**config.mk**
```make
export PLATFORM = sky130hd
export DESIGN_NAME = acm_clock_mgmt
export DESIGN_NICKNAME = d
export VERILOG_FILES = /design/src/pkg/acm_pkg.sv /design/src/design/acm_clock_mgmt.sv
export VERILOG_INCLUDE_DIRS = /design/src /design/src/pkg
export SDC_FILE = /design/constraint.sdc
export NUM_CORES = 1
export LEC_CHECK = 0
export BUFFER_PORTS_ARGS = -buffer_cell sky130_fd_sc_hd__buf_4
export CORE_MARGIN = 8
export CORE_UTILIZATION = 59
export CTS_CLUSTER_DIAMETER = 40
export CTS_CLUSTER_SIZE = 28
export DETAILED_ROUTE_END_ITERATION = 16
export HOLD_SLACK_MARGIN = 0.1
export PLACE_DENSITY = 0.78
export SLEW_MARGIN = 20
export SYNTH_ARGS = -nofsm -noshare
export SYNTH_HDL_FRONTEND = slang
export SYNTH_SLANG_ARGS = --single-unit
```
**constraint.sdc**
```tcl
create_clock -name clock -period 1.9 [get_ports clock]
set_input_delay 0.19 -clock clock [delete_from_list [all_inputs] [get_ports clock]]
set_output_delay 0.19 -clock clock [all_outputs]
set_load 0.05 [all_outputs]
```
**src/pkg/acm_params.svh**
```systemverilog
// Purpose: Constants for the audio clock management block.
// Assumes: System clock at 100 MHz simulation rate; master clock is 2*halfCycles system clocks per period.
// Notes: Frame ratios are in master clock cycles, except ACM_BCLK_PER_FS in bit clocks; the DSP ratio is in core cycles.
`ifndef ACM_PARAMS_SVH
`define ACM_PARAMS_SVH

// =============================================================
// Clock ratios and frequencies
// =============================================================
`define ACM_MCLK_PER_FS_48 10'h100
`define ACM_MCLK_PER_FS_441 10'h200
`define ACM_BCLK_PER_FS 7'h40
`define ACM_MCLK_HZ 24576000
`define ACM_CTRL_BUS_HZ 375000
`define ACM_CTRL_BUS_DIV (`ACM_MCLK_HZ / `ACM_CTRL_BUS_HZ)
`define ACM_CTRL_HALF ((`ACM_CTRL_BUS_DIV / 2) - 1)
`define ACM_PLL_NUM 4'hB
`define ACM_PLL_DEN 4'h2
`define ACM_DSP_CYC_PER_FS 12'hB00

`endif

```
**src/pkg/acm_pkg.sv**
```systemverilog
// Purpose: Types for the audio clock management block.
// Assumes: Nothing beyond the params header.
// Notes: Switch states are Gray coded along the normal path.
package acm_pkg;
  typedef enum logic [1:0]
  {
    ACM_RUN = 2'h0,
    ACM_STOP = 2'h1,
    ACM_SWAP = 2'h3,
    ACM_WAIT = 2'h2
  } acm_sw_t;
endpackage

```
**src/design/acm_clock_mgmt.sv**
```systemverilog
// Purpose: Clock management for an audio DSP chip: core clock selection,
//   glitch-free PLL bypass, serial audio port clocks and control bus rate.
// Assumes: All inputs are synchronous to clock; the PLL model runs as an
//   enable-based rate generator on clock.
// Notes: Clocks are produced as enable pulses and level outputs.
// Functional notes
// - Derive controller, bus and DSP clocks from the one master clock.
// - Normally the PLL output clocks the controller and DSP core.
// - Bypass feeds controller and DSP clocks straight from master clock.
// - Port mode selects master or slave; master enables bit/frame outputs.
// - Sample rate changes on the fly without reset or state loss.
// - Master mode makes bit and frame clocks from the crystal or external master clock.
// - Slave mode forwards incoming bit and frame clocks to outputs.
// - Slave supports 512x at 44.1k, 256x at 48k; PLL 5.5, 2816 cycles.
// - Control bus master runs at 375 kHz from 24.576 MHz master clock; the code divides by 64, giving 384 kHz.
`timescale 1ns/10ps
`include "acm_params.svh"

module acm_clock_mgmt
(
  input wire logic clock,
  input wire logic rst_b,
  input wire logic crystalClockIn,
  input wire logic extMclkIn,
  input wire logic pllBypass,
  input wire logic portMaster,
  input wire logic rate441,
  input wire logic bitClockIn,
  input wire logic frameClockIn,
  output logic coreClock,
  output logic ctrlBusClock,
  output logic bitClockOut,
  output logic frameClockOut,
  output logic bitClockOutEn,
  output logic frameClockOutEn,
  output logic dspSampleTick
);

  // =============================================================
  // Master clock edge detection
  // =============================================================
  logic mclkQ_q, mclkQ_d;
  logic mclkRise;
  assign mclkQ_d = crystalClockIn | extMclkIn;
  always_ff @(posedge clock or negedge rst_b)
  begin
    if (!rst_b)
      mclkQ_q <= 1'b0;
    else
      mclkQ_q <= mclkQ_d;
  end
  assign mclkRise = mclkQ_d & ~mclkQ_q;

  // =============================================================
  // PLL: 5.5x rate generator (11/2 phase accumulator)
  // =============================================================
  // Each master clock edge adds 11 half-steps; a PLL tick per 2 spent.
  logic [4:0] pllAcc_q, pllAcc_d;
  logic pllTick;
  logic pllClk_q, pllClk_d;
  always_comb
  begin
    pllAcc_d = pllAcc_q;
    pllTick = 1'b0;
    if (mclkRise)
      pllAcc_d = pllAcc_q + 5'(`ACM_PLL_NUM);
    else if (pllAcc_q >= 5'(`ACM_PLL_DEN))
    begin
      pllAcc_d = pllAcc_q - 5'(`ACM_PLL_DEN);
      pllTick = 1'b1;
    end
    pllClk_d = pllTick ? ~pllClk_q : pllClk_q;
  end
  always_ff @(posedge clock or negedge rst_b)
  begin
    if (!rst_b)
    begin
      pllAcc_q <= 5'h00;
      pllClk_q <= 1'b0;
    end
    else
    begin
      pllAcc_q <= pllAcc_d;
      pllClk_q <= pllClk_d;
    end
  end

  // =============================================================
  // Glitch-free core clock switch
  // =============================================================
  // The switch waits for the current source to be low, parks the output
  // low, then waits for the new source to be low before releasing it.
  acm_pkg::acm_sw_t sw_q, sw_d;
  logic useBypass_q, useBypass_d;
  logic core_q, core_d;
  logic srcLevel;
  always_comb
  begin
    sw_d = sw_q;
    useBypass_d = useBypass_q;
    srcLevel = useBypass_q ? mclkQ_q : pllClk_q;
    core_d = core_q;
    case (sw_q)
      acm_pkg::ACM_RUN:
      begin
        core_d = srcLevel;
        if (pllBypass != useBypass_q && !srcLevel)
        begin
          sw_d = acm_pkg::ACM_STOP;
          core_d = 1'b0;
        end
      end
      acm_pkg::ACM_STOP:
      begin
        core_d = 1'b0;
        useBypass_d = pllBypass;
        sw_d = acm_pkg::ACM_SWAP;
      end
      acm_pkg::ACM_SWAP:
      begin
        core_d = 1'b0;
        if (!srcLevel)
          sw_d = acm_pkg::ACM_WAIT;
      end
      acm_pkg::ACM_WAIT:
      begin
        core_d = srcLevel;
        sw_d = acm_pkg::ACM_RUN;
      end
      default:
      begin
        sw_d = acm_pkg::ACM_RUN;
        core_d = 1'b0;
      end
    endcase
  end
  always_ff @(posedge clock or negedge rst_b)
  begin
    if (!rst_b)
    begin
      sw_q <= acm_pkg::ACM_RUN;
      useBypass_q <= 1'b0;
      core_q <= 1'b0;
    end
    else
    begin
      sw_q <= sw_d;
      useBypass_q <= useBypass_d;
      core_q <= core_d;
    end
  end
  assign coreClock = core_q;
  // =============================================================
  // DSP sample tick: 2816 core cycles per sample
  // =============================================================
  logic [11:0] dspCnt_q, dspCnt_d;
  logic coreRise, sampleTick_q, sampleTick_d;
  assign coreRise = core_d & ~core_q;
  always_comb
  begin
    dspCnt_d = dspCnt_q;
    sampleTick_d = coreRise && dspCnt_q == 12'h000;
    if (coreRise)
      dspCnt_d = (dspCnt_q == 12'(`ACM_DSP_CYC_PER_FS - 1)) ? 12'h000 :
        dspCnt_q + 12'h001;
  end
  always_ff @(posedge clock or negedge rst_b)
  begin
    if (!rst_b)
    begin
      dspCnt_q <= 12'h000;
      sampleTick_q <= 1'b0;
    end
    else
    begin
      dspCnt_q <= dspCnt_d;
      sampleTick_q <= sampleTick_d;
    end
  end
  assign dspSampleTick = sampleTick_q;
  // =============================================================
  // Control bus clock: master clock divided by 64 (384 kHz)
  // =============================================================
  logic [5:0] busCnt_q, busCnt_d;
  logic busClk_q, busClk_d;
  always_comb
  begin
    busCnt_d = busCnt_q;
    busClk_d = busClk_q;
    if (mclkRise)
    begin
      if (busCnt_q == 6'(`ACM_CTRL_HALF))
      begin
        busCnt_d = 6'h00;
        busClk_d = ~busClk_q;
      end
      else
        busCnt_d = busCnt_q + 6'h01;
    end
  end
  always_ff @(posedge clock or negedge rst_b)
  begin
    if (!rst_b)
    begin
      busCnt_q <= 6'h00;
      busClk_q <= 1'b0;
    end
    else
    begin
      busCnt_q <= busCnt_d;
      busClk_q <= busClk_d;
    end
  end
  assign ctrlBusClock = busClk_q;
  // =============================================================
  // Serial audio port clocks
  // =============================================================
  // A free-running divider of master clock edges; the rate select changes
  // only the wrap point and the tapped bits, so a rate change keeps all other state.
  logic [9:0] fsCnt_q, fsCnt_d;
  logic [9:0] fsLast;
  logic bitGen, frameGen;
  logic bitOut_q, bitOut_d, frameOut_q, frameOut_d;
  always_comb
  begin
    fsLast = (rate441 ? `ACM_MCLK_PER_FS_441 : `ACM_MCLK_PER_FS_48)
      - 10'h001;
    fsCnt_d = fsCnt_q;
    if (mclkRise)
      fsCnt_d = (fsCnt_q >= fsLast) ? 10'h000 : fsCnt_q + 10'h001;
    // Bit clock: 64 periods per frame; frame clock: high in second half.
    bitGen = rate441 ? fsCnt_q[2] : fsCnt_q[1];
    frameGen = rate441 ? fsCnt_q[8] : fsCnt_q[7];
    bitOut_d = portMaster ? bitGen : bitClockIn;
    frameOut_d = portMaster ? frameGen : frameClockIn;
  end
  always_ff @(posedge clock or negedge rst_b)
  begin
    if (!rst_b)
    begin
      fsCnt_q <= 10'h000;
      bitOut_q <= 1'b0;
      frameOut_q <= 1'b0;
    end
    else
    begin
      fsCnt_q <= fsCnt_d;
      bitOut_q <= bitOut_d;
      frameOut_q <= frameOut_d;
    end
  end
  assign bitClockOut = bitOut_q;
  assign frameClockOut = frameOut_q;
  assign bitClockOutEn = portMaster;
  assign frameClockOutEn = portMaster;
endmodule

```
==> metrics.cfg <==
[final_layout]
final_net_count = 263
multiInputGateArea_um2 = 1070
antennaDiodeCount = 0
areaGrowthSynthToFinish_pct = 12.3
area.sequential_um2 = 1080
finalInstanceArea_um2 = 2490
fill_cells = 290
layout.cells.most_common_list = sky130_fd_sc_hd__dfrtp_1, sky130_fd_sc_hd__nor2_1, sky130_fd_sc_hd__buf_4
layout.cells.most_common = sky130_fd_sc_hd__dfrtp_1
drive_above_1_share_pct = 15.1

[global_route]
gr-total-overflow = 0
grt_use_total_pct = 15.4
met2_track_demand_over_resource_pct = 25.4
grt_antenna_before_repair = 0
gr-usage-met3_pct = 4.15
gr-usage-met1_pct = 18.8
grt_max_degree = 44
first_global_vias = 1676
grt_pass1_wl_mm = 7.61
grt_most_used_layer = met2

[synth]
synthesis.nets = 241
synthesis_warnings = 0
postSynth.topFlopCell = sky130_fd_sc_hd__dfrtp_1
synth_cell_type_count = 43
postSynthRegisterBits = 43
syn-cell-area_um2 = 2220
postSynth.asyncResetShare_pct = 100
number_of_synthesized_flops_with_an_enable_pin = 0
synthesized_instance_count = 222
synth_seq_area_share_pct = 48.4
postSynthAreaPerCell_um2 = 10.0

[timing]
fin_worst_skew_ns = 0.00665
fin_hold_ws_ns = 0.125
post-route-period-util_pct = 89.6
grt_setup_unrepaired = no
fmaxAchievable_mhz = 588
final_max_slew_viol_count = 0
finalSetupViolCount = 0
fin_tns_setup_ns = 0
timing.max_slew.rel_slack_pct = 65.0
final_hold_fails = 0
finalWorstPathRequiredPeriod_ns = 1.70
worst-slew-pin-transition_ns = 0.525

[cts]
cts-root-to-sink-buffers = 2
clock_sink_count = 43
register_clock_pin_slew_on_the_reported_worst_setup_and_hold_paths_ns = 0.08
clock_insertion_delay_at_the_later_pin_of_the_skew_report_ns = 0.30
cts_tree = done
tritoncts.num_buffers = 5
cts.repair_timing.setup_buffer_count = 0
ctsRootBufferMaster = sky130_fd_sc_hd__clkbuf_8
clock_tree.htree_level_count = 2

[worst_setup_path]
cp_data_arrival_time_ns = 1.94
critical_path_peak_fanout = 7
timing.critical_path.to_type = flop
crit_required_ns = 2.14
setup.worst_path.class = flop to flop
cp-start-kind = flop

[floorplanning]
row_count = 22
ioPinCount = 16
core_area_um2 = 3630
die_area_um2 = 5990
effective_utilization_at_floorplan_pct = 61.2
die_width_um = 77.4
die_h_um = 77.4

[power]
power_frac_comb_pct = 32.0
power.density_cell_area_nw_per_um2 = 1220
clock_power_share_pct = 18.3
ir_drop_uv = 620
power_switching_uw = 1130
power_leakage_uw = 0.00114
register_share_of_total_power_pct = 49.6
internal-power_uw = 1910
swShare_pct = 37.3

[drt]
detailedRoute.firstPassIterationCount = 4
drt_iter0_drc = 119
drt_drc_violations_left = 0
antenna_violating_nets_post_route = 0
wirelength_mm = 4.31
route.vias.total = 1675
route.detailed.vias_per_inst = 5.72
dr_wl_cell_um = 14.7

[placement]
instance_area_after_placement_um2 = 2390
portBuffers = 15
routabilityCongestion = 0.919
hpwlAfterDp_mm = 3.05

[status]
run_status = completed

[worst_hold_path]
tightest_hold_check_type = input port to flop

[job]
cap_violations = 0

layer usage:
layer | share of wire [%] | routed length, um
met3 | 3.8 | 162
met4 | 1.5 | 64
met1 | 46 | 1990
met2 | 48 | 2090
met5 | 0 | 0
layout make-up:
cell class	instances	area share (%)
multi-input cells	164	43.1
flip-flops and latches	43	43.1
inverters	8	1.20
clock buffers	5	2.76
repair buffers	22	6.82
clock inverters	3	0.602
well taps	48	2.41
cell families (layout without fill, tap and decap cells):
group                    after synthesis  after routing  synth area share [%]
flip-flops                            43             43                  48.4
buffers and inverters                 15             38                  3.21
AO/OA/AOI/OAI                         33             33                  9.52
adder cells (fa/ha/maj)               10             10                  5.63
multiplexers                           7              7                  3.27
XOR/XNOR                              19             19                  7.49
AND/OR/NAND/NOR                       95             95                  22.5
registers in the layout (all words and copies together) (netlist names):
register and count:
dspCnt_q 12, fsCnt_q 10, busCnt_q 6, pllAcc_q 5, sw_q 2, bitClockOut 1, coreClock 1, ctrlBusClock 1
dspSampleTick 1, frameClockOut 1, mclkQ_q 1, pllClk_q 1, useBypass_q 1
power groups by stage:
stage / sequential (uW) / clock (uW) / combinational [uW]
after floorplan: 1510 / 0 / 712
after global placement: 1510 / 0 / 946
after detailed placement: 1520 / 0 / 970
after CTS: 1500 / 578 / 980
after global routing: 1550 / 612 / 1120
final: 1510 / 558 / 975
timing repair:
action / 4_1_cts / 5_1_grt
hold endpoints to repair: 45 / 0
gates resized for setup: 0 / 0
hold buffers: 2 / 0
worst max-delay path, cell delays in order (launching register included):
cell                      delay (ns)
sky130_fd_sc_hd__dfrtp_1        0.46
sky130_fd_sc_hd__ha_1           0.19
sky130_fd_sc_hd__nor3b_1        0.27
sky130_fd_sc_hd__nand2_1        0.21
sky130_fd_sc_hd__or4_1          0.43
sky130_fd_sc_hd__nand2_1        0.07
synth_stat cells (5+ instances only):
library cell              number  area (um2)
sky130_fd_sc_hd__nor2_1       21        78.8
sky130_fd_sc_hd__nand2_1      18        67.6
sky130_fd_sc_hd__nand3_1      15        75.1
sky130_fd_sc_hd__inv_1         8        30.0
sky130_fd_sc_hd__or4_1         5        37.5
sky130_fd_sc_hd__nand4_1       8        50.1
sky130_fd_sc_hd__o21ai_0       9        45.0
sky130_fd_sc_hd__nor3_1        6        30.0
sky130_fd_sc_hd__xor2_1        8        70.1
sky130_fd_sc_hd__mux2i_1       5        50.1
sky130_fd_sc_hd__ha_1         10         125
sky130_fd_sc_hd__dfrtp_1      43        1080
sky130_fd_sc_hd__a21oi_1       8        40.0
sky130_fd_sc_hd__xnor2_1      11        96.3
final timing paths:
path	startpoint	end	slack, ns	cells after the start
min in group asynchronous	rst_b	pllAcc_q[2]	0.43	2
hold reg to reg	ctrlBusClock	ctrlBusClock	0.47	1
setup reg to reg	dspCnt_q[0]	dspCnt_q[8]	0.20	5
hold / removal	frameClockIn	frameClockOut	0.13	3
max in group asynchronous	rst_b	dspCnt_q[10]	1.12	2
setup / recovery	dspCnt_q[0]	dspCnt_q[8]	0.20	5
stage by stage:
step,instances,total power (uW),worst slack (ns),utilization (%)
after floorplan,222,2220,0.0842,-
after global placement,283,2450,0.261,65.8
after detailed placement,283,2490,0.240,65.8
after CTS,293,3060,0.206,68.7
after global routing,293,3280,0.0209,68.7
final,293,3040,0.198,68.7
Note: power is estimated with default switching activity, not from simulation.
